<file path="src/hw/tch_pkg.sv">
// package: constants and types for the alarm hysteresis and identity bank
package tch_pkg;
  localparam int NUM_CH = 5;
  localparam int NUM_OUT = 3;
  localparam int NUM_REMOTE = 4;
  localparam logic [7:0] CMD_HYST = 8'h5A;
  localparam logic [7:0] CMD_MODEL = 8'h30;
  localparam logic [7:0] CMD_BETA = 8'h31;
  localparam logic [7:0] CMD_MAKER = 8'hFE;
  localparam logic [7:0] CMD_REV = 8'hFF;
  localparam logic [4:0] HYST_RESET = 5'h0A;
  localparam logic [3:0] MODEL_RESET = 4'h0;
  localparam logic [3:0] BETA_RESET = 4'h0;
  localparam logic [7:0] ZERO_BYTE = 8'h00;
  localparam logic [2:0] ZERO_TOP = 3'h0;
  // arbitrary identity values
  localparam logic [7:0] MAKER_ID_DEF = 8'h5C;
  localparam logic [7:0] REV_ID_DEF = 8'h23;

  typedef struct packed {
    logic [4:0] hyst;
    logic [3:0] model;
    logic [3:0] beta;
    logic [7:0] rdata;
    logic [NUM_OUT-1:0] alarm;
  } tch_state_type;

  typedef struct packed {
    logic wr;
    logic rd;
    logic [7:0] cmd;
    logic [7:0] wdata;
  } tch_req_type;
endpackage : tch_pkg

</file>
<file path="src/hw/tch_cmp.sv">
// one channel comparator with shared falling-temperature hysteresis
`timescale 1ns/1ns
`default_nettype none
module tch_cmp
  import tch_pkg::*;
(
  input wire logic i_core_clk, // core clock
  input wire logic i_reset_n, // sync reset
  input wire logic i_done, // conversion complete
  input wire logic [7:0] i_temp, // reading, whole degrees
  input wire logic [7:0] i_limit, // alarm limit
  input wire logic [4:0] i_hyst, // hysteresis
  output logic o_event // error event
);
  logic event_q;
  logic event_d;
  logic [8:0] release_lvl;

  // extra bit catches limit minus hysteresis wrapping below zero; release is then blocked
  assign release_lvl = {1'b0, i_limit} - {4'h0, i_hyst};

  always_comb begin
    event_d = event_q;
    if (i_done) begin
      if (!event_q && i_temp > i_limit) begin
        event_d = 1'b1;
      end else if (event_q && !release_lvl[8] &&
                   {1'b0, i_temp} < release_lvl) begin
        event_d = 1'b0;
      end
    end
  end

  always_ff @(posedge i_core_clk) begin
    if (!i_reset_n) begin
      event_q <= 1'b0;
    end else begin
      event_q <= event_d;
    end
  end

  assign o_event = event_q;
endmodule : tch_cmp
`default_nettype wire

</file>
<file path="src/hw/tch_regs.sv">
// register bank: shared hysteresis, model select, identity, alarm outputs
`timescale 1ns/1ns
`default_nettype none
module tch_regs
  import tch_pkg::*;
(
  input wire logic i_core_clk, // core clock
  input wire logic i_reset_n, // sync reset
  input wire tch_req_type i_req, // command-byte access
  output logic [7:0] o_rdata, // read data, registered
  input wire logic [NUM_CH-1:0] i_conv_done, // per channel conversion done
  input wire logic [NUM_CH*8-1:0] i_temp, // readings, ch0 local
  input wire logic [NUM_CH*8-1:0] i_limit_a, // limits for output a
  input wire logic [NUM_CH*8-1:0] i_limit_bc, // limits for outputs b,c
  input wire logic [NUM_OUT*NUM_CH-1:0] i_mask, // masks, 1 blocks
  output logic [NUM_REMOTE-1:0] o_model_sel, // 1 processor model
  output logic [NUM_REMOTE-1:0] o_beta_en, // beta compensation enable
  output logic o_critical_alarm_out_a, // alarm a, active high
  output logic o_critical_alarm_out_b, // alarm b, active high
  output logic o_critical_alarm_out_c // alarm c, active high
);
  tch_state_type s_q;
  tch_state_type s_d;
  logic [NUM_CH-1:0] ev_a;
  logic [NUM_CH-1:0] ev_bc;

  // outputs b and c share limits, so one comparator set serves both
  genvar g;
  generate
    for (g = 0; g < NUM_CH; g++) begin : g_ch
      tch_cmp u_cmp_a (
        .i_core_clk(i_core_clk),
        .i_reset_n(i_reset_n),
        .i_done(i_conv_done[g]),
        .i_temp(i_temp[g*8 +: 8]),
        .i_limit(i_limit_a[g*8 +: 8]),
        .i_hyst(s_q.hyst),
        .o_event(ev_a[g])
      );
      tch_cmp u_cmp_bc (
        .i_core_clk(i_core_clk),
        .i_reset_n(i_reset_n),
        .i_done(i_conv_done[g]),
        .i_temp(i_temp[g*8 +: 8]),
        .i_limit(i_limit_bc[g*8 +: 8]),
        .i_hyst(s_q.hyst),
        .o_event(ev_bc[g])
      );
    end
  endgenerate

  always_comb begin
    s_d = s_q;
    if (i_req.wr) begin
      unique case (i_req.cmd)
        CMD_HYST: s_d.hyst = i_req.wdata[4:0];
        CMD_MODEL: s_d.model = i_req.wdata[3:0];
        CMD_BETA: s_d.beta = i_req.wdata[3:0];
        default: s_d.rdata = s_q.rdata;
      endcase
    end
    if (i_req.rd) begin
      unique case (i_req.cmd)
        CMD_HYST: s_d.rdata = {ZERO_TOP, s_q.hyst};
        CMD_MODEL: s_d.rdata = {4'h0, s_q.model};
        CMD_BETA: s_d.rdata = {4'h0, s_q.beta};
        CMD_MAKER: s_d.rdata = MAKER_ID_DEF;
        CMD_REV: s_d.rdata = REV_ID_DEF;
        default: s_d.rdata = ZERO_BYTE;
      endcase
    end
    // unmasked events only; a set mask bit removes the channel
    s_d.alarm[0] = |(ev_a & ~i_mask[0 +: NUM_CH]);
    s_d.alarm[1] = |(ev_bc & ~i_mask[NUM_CH +: NUM_CH]);
    s_d.alarm[2] = |(ev_bc & ~i_mask[2*NUM_CH +: NUM_CH]);
  end

  always_ff @(posedge i_core_clk) begin
    if (!i_reset_n) begin
      s_q.hyst <= HYST_RESET;
      s_q.model <= MODEL_RESET;
      s_q.beta <= BETA_RESET;
      s_q.rdata <= ZERO_BYTE;
      s_q.alarm <= '0;
    end else begin
      s_q <= s_d;
    end
  end

  assign o_rdata = s_q.rdata;
  assign o_model_sel = s_q.model;
  // beta policy is the host's choice; the bank only stores it
  assign o_beta_en = s_q.beta;
  assign o_critical_alarm_out_a = s_q.alarm[0];
  assign o_critical_alarm_out_b = s_q.alarm[1];
  assign o_critical_alarm_out_c = s_q.alarm[2];
endmodule : tch_regs
`default_nettype wire

</file>
<file path="config.mk">
export PLATFORM = sky130hd
export DESIGN_NAME = tch_regs
export DESIGN_NICKNAME = d
export VERILOG_FILES = /design/src/hw/tch_pkg.sv /design/src/hw/tch_cmp.sv /design/src/hw/tch_regs.sv
export SDC_FILE = /design/constraint.sdc
export NUM_CORES = 1
export LEC_CHECK = 0
export BUFFER_PORTS_ARGS = -buffer_cell sky130_fd_sc_hd__buf_2
export CAP_MARGIN = 25
export CORE_UTILIZATION = 56
export CTS_CLUSTER_DIAMETER = 100
export DETAILED_ROUTE_END_ITERATION = 8
export PLACE_DENSITY = 0.83
export SYNTH_ARGS = -nofsm -noshare
export SYNTH_HDL_FRONTEND = slang
export SYNTH_SLANG_ARGS = --single-unit
</file>
<file path="constraint.sdc">
create_clock -name i_core_clk -period 4.2 [get_ports i_core_clk]
set_input_delay 0.63 -clock i_core_clk [delete_from_list [all_inputs] [get_ports i_core_clk]]
set_output_delay 0.63 -clock i_core_clk [all_outputs]
set_load 0.02 [all_outputs]
</file>
Word level (Yosys, flattened, before mapping)
Cells that the tools add are included.
{"block": "totals", "in_bits": 160, "out_inout_bits": 19, "elab_cells": 154, "ff_bits": 34}
{"block": "classes", "add_sub_neg": 10, "n_eq_ne": 5, "n_lt_le_gt_ge": 20, "mux": 22, "n_reduce_logical": 76, "n_bitwise": 6}
{"cell": "less-than comparator 8 x 9 -> 1 bit", "count": 10}
{"cell": "subtractor 8 x 5 -> 9 bit", "count": 10}
{"cell": "greater-than comparator 8 bit", "count": 10}
{"cell": "one-hot mux 7 bit (5 select lines)", "count": 1}
{"cell": "logical AND 1 bit", "count": 30}
{"cell": "AND reduction 2 bit", "count": 13}
{"cell": "logical NOT 1 bit", "count": 20}
{"cell": "2-to-1 mux 1 bit", "count": 20}
{"cell": "nonzero test 2 bit", "count": 10}
{"cell": "== test 8 x 6 -> 1 bit (second input constant)", "count": 2}
{"cell": "== test 8 bit (second input constant)", "count": 2}
{"cell": "AND 5 bit", "count": 3}
{"cell": "NOT 5 bit", "count": 3}
{"cell": "OR reduction 5 bit", "count": 3}
{"cell": "== test 8 x 7 -> 1 bit (second input constant)", "count": 1}
{"cell": "2-to-1 mux 8 bit", "count": 1}

Depth between registers and ports, before layout
Gate-level depths: netlist (run 1).
{"block": "depth", "ltp_word": 6, "mapped_depth": 14, "depth_no_buf": 14}

By module
From an unflattened synthesis (run 1), not the netlist that was laid out.
{"block": "hier_totals", "hier_cells": 950, "area_unflattened_um2": 7652.3}
{"mod": "tch_cmp (g_ch[1].u_cmp_bc ...)", "cells_each": 80, "seq_area_each_um2": 20.0, "n_inst": 5, "area_each_um2": 640.6}
{"mod": "tch_cmp (g_ch[0].u_cmp_a ...)", "cells_each": 80, "seq_area_each_um2": 20.0, "n_inst": 5, "area_each_um2": 628.1}
{"mod": "tch_regs", "cells_each": 150, "seq_area_each_um2": 460.4, "n_inst": 1, "area_each_um2": 1308.8}

Worst setup path after synthesis (run 1)
OpenSTA, ideal clock, no wires.
{"block": "synth_path", "kind": "reg-to-reg", "from": "register s_q[20] (netlist name)", "to": "register g_ch[2].u_cmp_a.event_q", "arrival_ns": 3.127, "period_less_slack_ns": 3.257, "path_stages_with_launch": 14, "setup_time_ns": 0.130, "t_required_ns": 4.070, "path_slack_ns": 0.943, "n_path_buf": 0, "cell_sequence": "dfxtp_1 > inv_1 > ha_1 > nor2b_1 > o21ai_0 > a21oi_1 > a211oi_1 > xnor2_1 > ha_1 > a211oi_1 > nor2_1 > nor4b_1 > o311a_1 > nor3_1"}
{"block": "synth_via", "elab_chain_len": 6, "word_cells_on_any_way": 7, "cone_classes": "add/sub: 1; order compare: 1; reduce/logical: 5"}
{"item": "from (decl)", "line": "tch_regs.sv:22", "text": "tch_state_type s_q;"}
{"item": "subtractor 8 x 5 -> 9 bit (*)", "line": "tch_cmp.sv:20", "text": "assign release_lvl = {1'b0, i_limit} - {4'h0, i_hyst};"}
{"item": "branches (longest 2 deep; another with less-than comparator 8 x 9 -> 1 bit)"}
{"item": "logical AND 1 bit (*)", "line": "tch_cmp.sv:27", "text": "end else if (event_q && !release_lvl[8] &&"}
{"item": "nonzero test 2 bit (no source line) (*)"}
{"item": "AND reduction 2 bit (no source line) (*)"}
{"item": "to (signal assigned)", "line": "tch_cmp.sv:38", "text": "event_q <= event_d;"}
{"item": "to (decl)", "line": "tch_cmp.sv:15", "text": "logic event_q;"}
Mark *: on every way between the ends.
A chain may end at the register's enable or synchronous reset.

Worst setup path after layout (run 1)
{"block": "layout_path", "from": "register s_q[19] (netlist name)", "to": "register g_ch[0].u_cmp_a.event_q"}
{"block": "layout_via", "elab_chain_len": 6, "word_cells_on_any_way": 7, "cone_classes": "add/sub: 1; order compare: 1; reduce/logical: 5"}
{"item": "subtractor 8 x 5 -> 9 bit (*)", "line": "tch_cmp.sv:20"}
{"item": "branches (longest 2 deep; another with less-than comparator 8 x 9 -> 1 bit)"}
{"item": "logical AND 1 bit (*)", "line": "tch_cmp.sv:27"}
{"item": "nonzero test 2 bit (no source line) (*)"}
{"item": "AND reduction 2 bit (no source line) (*)"}
{"item": "to (signal assigned)", "line": "tch_cmp.sv:38"}
{"item": "to (decl)", "line": "tch_cmp.sv:15"}
Marked as above.

==> summary.txt, run 1 <==
Outcome
  – Status: completed

Cells and area
  – Most common cell after layout, fill and taps aside: ha_1
  – Leading cell types in the layout, fill and taps excluded: ha_1 (200), buf_2 (174), inv_1 (113), nand2_1 (76), a21oi_1 (56)
  – Fin area: 8380 sq um
  – Finished Layout Cells: 1241
  – Filler cell count: 1084
  – P&R area growth vs syn: 16.8%
  – Layout cells sized above 1: 18.1%
  – Final core utilization: 68.3%
  – Final nets: 1440

Critical path
  – Worst path max stage delay: 0.76 ns
  – CP Buf/Inv Count: 0
  – Reg-to-reg slack, setup: 0.73 ns
  – Worst R2R Start: s_q[19]
  – WP data arrival: 3.63 ns
  – CP max stage cell: dfxtp_1
  – Family with the most delay on the worst path: compound AO/OA/AOI/OAI gates
  – Cell mode on critical path: ha_1
  – CP Capture Point: g_ch[0].u_cmp_a.o_event
  – Worst R2R End: g_ch[0].u_cmp_a.o_event
  – Critical Path RT: 4.37 ns
  – Worst-path cell chain: ha_1 > fa_1 > nand2b_1 > a21boi_0 > o21ai_0 > nand2_1 > xnor2_1 > ha_1 > o2111a_1 > a221o_1 > a311oi_1 > a211oi_1
  – CP endpoint kind: flop
  – Setup CP Type: flop to flop
  – Maximum fanout along the worst path: 12
  – Setup crit start kind: flop
  – Cells on worst reg2reg path: 12
  – Setup crit start: s_q[19]
  – CP Depth: 12

Synthesis
  – Flops & latches, synth: 33
  – Seq/Total Area, Yosys: 9.21%
  – Syn Inst Count: 894
  – Syn Nets: 1264
  – Syn Area/Cell: 8.03 sq um
  – Synthesized area: 7170 sq um
  – Async set-reset flop share out of synthesis: 0%
  – Synth Flop Type: dfxtp_1
  – Share of the synthesized area in the top cell type: 34.9%
  – Synth unique cells: 50
  – Synth area leaders: ha_1 (35%), dfxtp_1 (9.2%), inv_1 (5.9%)
  – Post-synth EDFFs: 0
  – Cell taking the most area after synthesis: ha_1
  – Yosys warns: 0

Clock network
  – Post-CTS setup buffers: 0
  – CTS Sinks: 33
  – Clock transition at the registers of the reported paths: 0.07 ns
  – Clock buffer count from CTS: 5
  – Clock root cell: clkbuf_16
  – Post-CTS sizing: 0
  – # H-tree levels: 2
  – CTS max path bufs: 2
  – CTS Hold Bufs: 0
  – TritonCTS clock tree: done
  – Later-pin clock latency in the skew report: 0.28 ns

Timing
  – Setup repair after global routing missed its margin: false
  – Final hold slack: 0.465 ns
  – Crit path time final: 3.47 ns
  – Pins Over Slew Limit: 0
  – Setup-failing EPs final: 0
  – Least-Margin Pin Slew: 0.694 ns
  – Endpoints failing hold: 0
  – Clock skew: 0.00961 ns
  – Headroom to the max-slew limit: 53.7%
  – Final Cycle Share: 82.6%
  – Setup WS post-layout: 0.732 ns
  – Setup TNS: 0 ns
  – Peak Freq: 288 MHz

Place
  – Pre-CTS setup slack: 0.672 ns
  – HPWL Detailed: 16.1 mm
  – IO buf count: 174
  – Routability cong.: 0.869
  – Dpl cell area: 8230 sq um
  – Placed instance count: 1231

Pwr
  – Power Dens Cells: 165 nW/um^2
  – Tot Pwr: 1.38 mW
  – LEAKAGE: 4.31 nW
  – VDD IR max: 0.000173 V

Floorplanning
  – Row cnt: 40
  – Io pins: 179
  – Total Die Area: 13300 sq um
  – Die width: 115 microns
  – Initial core utilization: 58.5%
  – Vert. Die Dim: 115 microns
  – Core ar.: 12300 sq um

Route
  – WL final: 18.9 mm
  – Vias/cell: 5.66
  – DRC: 0
  – DR iter-0 viols: 290
  – Vias: 7023
  – Post-route antenna net violation count: 0
  – Average wire per standard cell: 15.2 microns
  – DRT Pass-1 Iters: 4

Min path
  – WHS Path Cells: 2
  – Min-Delay Path Class: flop to flop

GRT
  – Initial antenna violation count: 3
  – GRT Overall Usage: 29.6%
  – GRT overflow: 0
  – First-pass GRT wire length: 31.0 mm
  – Number of global-route vias before repair: 6903
  – Largest net degree at the start of global routing: 32

Run
  – Max-capacitance violation count: 0
==> cell usage after synthesis, types with 10 or more instances <==
cell        n
nand2_1    76
inv_1     113
a211oi_1   18
dfxtp_1    33
or3_1      10
a21oi_1    56
ha_1      200
o21ai_0    54
nor2b_1    48
a21boi_0   11
nand3_1    11
xor2_1     10
nor2_1     25
mux2i_1    14
xnor2_1    40
o211ai_1   20
fa_1       10
nor3_1     28
nand4_1    21
==> worst register-to-register path, cell delays in order, from the launching register on <==
cell	delay, ns
dfxtp_1	0.76
ha_1	0.31
fa_1	0.21
nand2b_1	0.11
a21boi_0	0.09
o21ai_0	0.33
nand2_1	0.13
xnor2_1	0.14
ha_1	0.30
o2111a_1	0.28
a221o_1	0.35
a311oi_1	0.25
a211oi_1	0.08
==> logic make-up after synthesis <==
kind of cell	count (synthesis)	synth area share, %
AND/OR/NAND/NOR	252	18.9
adder cells (fa/ha/maj)	210	37.7
AO/OA/AOI/OAI	210	19.0
buffers and inverters	120	6.45
XOR/XNOR	50	6.10
flip-flops	33	9.21
multiplexers	18	2.58
other	1	0.0523
==> state kept, by name (all words and copies together), names as in the netlist <==
signal and flops:
o_critical_alarm_out_c 1, o_beta_en 4, o_critical_alarm_out_b 1, g_ch.u_cmp_bc.o_event 5, s_q 5, o_model_sel 4, o_rdata 7, g_ch.u_cmp_a.o_event 5
o_critical_alarm_out_a 1
==> layer usage <==
metal / track usage, % / part of all wire (%) / up-vias
met5: 0 / 0 / -
met4: 11.6 / 3.4 / 0
met3: 4.43 / 5.6 / 42
met2: 53.7 / 47 / 198
met1: 34.8 / 44 / 3170
li1: - / - / 3613
==> cell type report <==
class / count / area, sq um / area share (%)
repair buffers: 176 / 886 / 10.6
clock inverters: 3 / 17.5 / 0.209
well taps: 168 / 210 / 2.51
inverters: 113 / 424 / 5.06
flip-flops and latches: 33 / 661 / 7.88
diodes: 2 / 5.00 / 0.0597
multi-input cells: 741 / 6050 / 72.2
clock buffers: 5 / 125 / 1.49
==> power breakdown <==
| part | switching (mW) | leakage [nW] | total, mW | internal (mW) |
|---|---|---|---|---|
| Clock | 0.158 | 0.0696 | 0.376 | 0.218 |
| Combinational | 0.367 | 3.97 | 0.673 | 0.306 |
| Sequential | 0.00821 | 0.268 | 0.333 | 0.325 |
==> how the worst min path moves through the flow <==
stage | slack (ns) | start | endpoint
floorplan | 0.50 | g_ch[2].u_cmp_a.o_event | g_ch[2].u_cmp_a.o_event
global placement | 0.44 | o_rdata[0] | o_rdata[0]
detailed placement | 0.45 | o_rdata[0] | o_rdata[0]
CTS | 0.46 | o_rdata[0] | o_rdata[0]
global route | 0.49 | o_rdata[3] | o_rdata[3]
finish | 0.46 | o_rdata[0] | o_rdata[0]
(Power assumes the default switching activity.)
==> inputs of run 2 (changes only) <==
==> constraint.sdc (replaced) <==
create_clock -name i_core_clk -period 3.32 [get_ports i_core_clk]
set_input_delay 0.498 -clock i_core_clk [delete_from_list [all_inputs] [get_ports i_core_clk]]
set_output_delay 0.498 -clock i_core_clk [all_outputs]
set_load 0.02 [all_outputs]
==> summary.txt, run 2 (synthesis gave the netlist of run 1 again) <==
GRT
  – First-pass GRT wire length: 32.3 mm
  – GRT Overall Usage: 30.5%
  – Met1 GRT Util: 36.8%
  – Initial antenna violation count: 2
  – Met2 Track Usage GR: 56.6%
  – Met3 usage: 3.53%
  – Grt peak-use layer: met2
  – Largest net degree at the start of global routing: 32
  – Number of global-route vias before repair: 7112
  – GRT overflow: 0

Clock network
  – Clock transition at the registers of the reported paths: 0.07 ns
  – CTS Sinks: 33
  – CTS max path bufs: 2
  – CTS Hold Bufs: 0
  – TritonCTS clock tree: done
  – Clock root cell: clkbuf_16
  – Clock buffer count from CTS: 5
  – # H-tree levels: 2
  – Later-pin clock latency in the skew report: 0.28 ns

Floorplanning
  – Initial core utilization: 58.5%
  – Io pins: 179
  – Total Die Area: 13300 sq um
  – Row cnt: 40
  – Core ar.: 12300 sq um
  – Vert. Die Dim: 115 microns
  – Die width: 115 microns

Outcome
  – Status: completed

Timing
  – Setup-failing EPs final: 0
  – Pins Over Slew Limit: 0
  – Crit path time final: 3.21 ns
  – Endpoints failing hold: 0
  – Final hold slack: 0.458 ns
  – Headroom to the max-slew limit: 56.7%
  – Final Cycle Share: 96.8%
  – Clock skew: 0.00953 ns
  – Peak Freq: 311 MHz
  – Least-Margin Pin Slew: 0.634 ns

Critical path
  – Worst path max stage delay: 0.41 ns
  – Critical Path RT: 3.49 ns
  – CP max stage cell: dfxtp_1
  – Setup crit start kind: flop
  – WP data arrival: 3.38 ns
  – Worst-path cell chain: clkinvlp_4 > buf_12 > buf_4 > ha_1 > nand2b_1 > a21boi_0 > o21ai_0 > nand2_1 > xnor2_1 > ha_1 > o2111a_1 > a221o_1 > a311oi_1 > a211oi_1
  – Maximum fanout along the worst path: 10
  – CP endpoint kind: flop
  – Family with the most delay on the worst path: compound AO/OA/AOI/OAI gates
  – Cell mode on critical path: ha_1
  – Setup CP Type: flop to flop
  – CP Buf/Inv Count: 3

Route
  – Vias: 7149
  – Post-route antenna net violation count: 0
  – Vias/cell: 5.71
  – Average wire per standard cell: 15.5 microns
  – DR iter-0 viols: 303
  – DRT Pass-1 Iters: 5
  – DRC: 0
  – WL final: 19.4 mm

Min path
  – Min-Delay Path Class: flop to flop

Cells and area
  – Layout cells sized above 1: 19.5%
  – Leading cell types in the layout, fill and taps excluded: ha_1 (200), buf_2 (174), inv_1 (111), nand2_1 (76), a21oi_1 (56)
  – Finished Layout Cells: 1253
  – Final nets: 1453
  – P&R area growth vs syn: 18.7%
  – Most common cell after layout, fill and taps aside: ha_1
  – Fin area: 8520 sq um
  – Final core utilization: 69.5%
  – Max reg flops: 7

Pwr
  – Net Sw Power: 686 uW
  – Reg power frac: 23.8%
  – Sw Ratio: 38.8%
  – Tot Pwr: 1.77 mW
  – Comb power frac: 49.0%
  – LEAKAGE: 4.37 nW
  – Clock share of power: 27.2%
  – VDD IR max: 0.000229 V
  – P_int: 1.08 mW
  – Power Dens Cells: 208 nW/um^2

Place
  – Dpl cell area: 8310 sq um
  – Placed instance count: 1241
  – Routability cong.: 0.897
  – IO buf count: 174
  – HPWL Detailed: 16.3 mm

Run
  – Max-capacitance violation count: 0
run 2: per-layer routing:
layer	part of all wire (%)	vias to the layer above
li1	-	3633
met1	44	3271
met2	49	212
met3	5.3	31
met4	1.9	2
met5	0.067	-
run 2: final timing paths:
kind         slack, ns  depth (start not counted)       start                        to
max               0.11                         14     s_q[21]  g_ch[4].u_cmp_bc.o_event
min               0.46                          2  o_rdata[3]                o_rdata[3]
max reg2reg       0.11                         14     s_q[21]  g_ch[4].u_cmp_bc.o_event
min reg2reg       0.46                          2  o_rdata[3]                o_rdata[3]
run 2: per-stage QoR:
stage | worst slack (ns) | setup TNS (ns)
final | 0.107 | 0
after global routing | -0.0113 | -0.0113
after CTS | 0.0957 | 0
after detailed placement | -0.0335 | -0.0432
after global placement | 0.0322 | 0
after floorplan | 0.0630 | 0
run 2: final cells by class:
| type | count | area, sq um |
|---|---|---|
| clock buffer | 5 | 125 |
| inverter | 113 | 432 |
| sequential | 33 | 664 |
| clock inverter | 3 | 17.5 |
| fill | 1055 | 3740 |
| timing repair buffer | 189 | 1010 |
| antenna | 1 | 2.50 |
| tap | 168 | 210 |
| multi-input combinational | 741 | 6060 |
run 2: timing repair:
item / CTS / global route
gates resized for setup: 1 / 11
endpoints found under the hold margin: 0 / 0
setup endpoints to repair: 5 / 10
buffers inserted: 0 / 3
run 2: worst min-delay path, cell delays in order, from the launching register on:
cell	delay (ns)
dfxtp_1	0.32
nand2_1	0.05
o21ai_0	0.06
run 2: power groups by stage:
stage | clock, mW | combinational, mW | sequential [mW]
4_1_cts | 0.489 | 0.860 | 0.420
2_1_floorplan | 0 | 0.548 | 0.432
3_3_place_gp | 0 | 0.822 | 0.429
3_5_place_dp | 0 | 0.854 | 0.430
6_report | 0.482 | 0.867 | 0.420
5_1_grt | 0.505 | 1.00 | 0.422
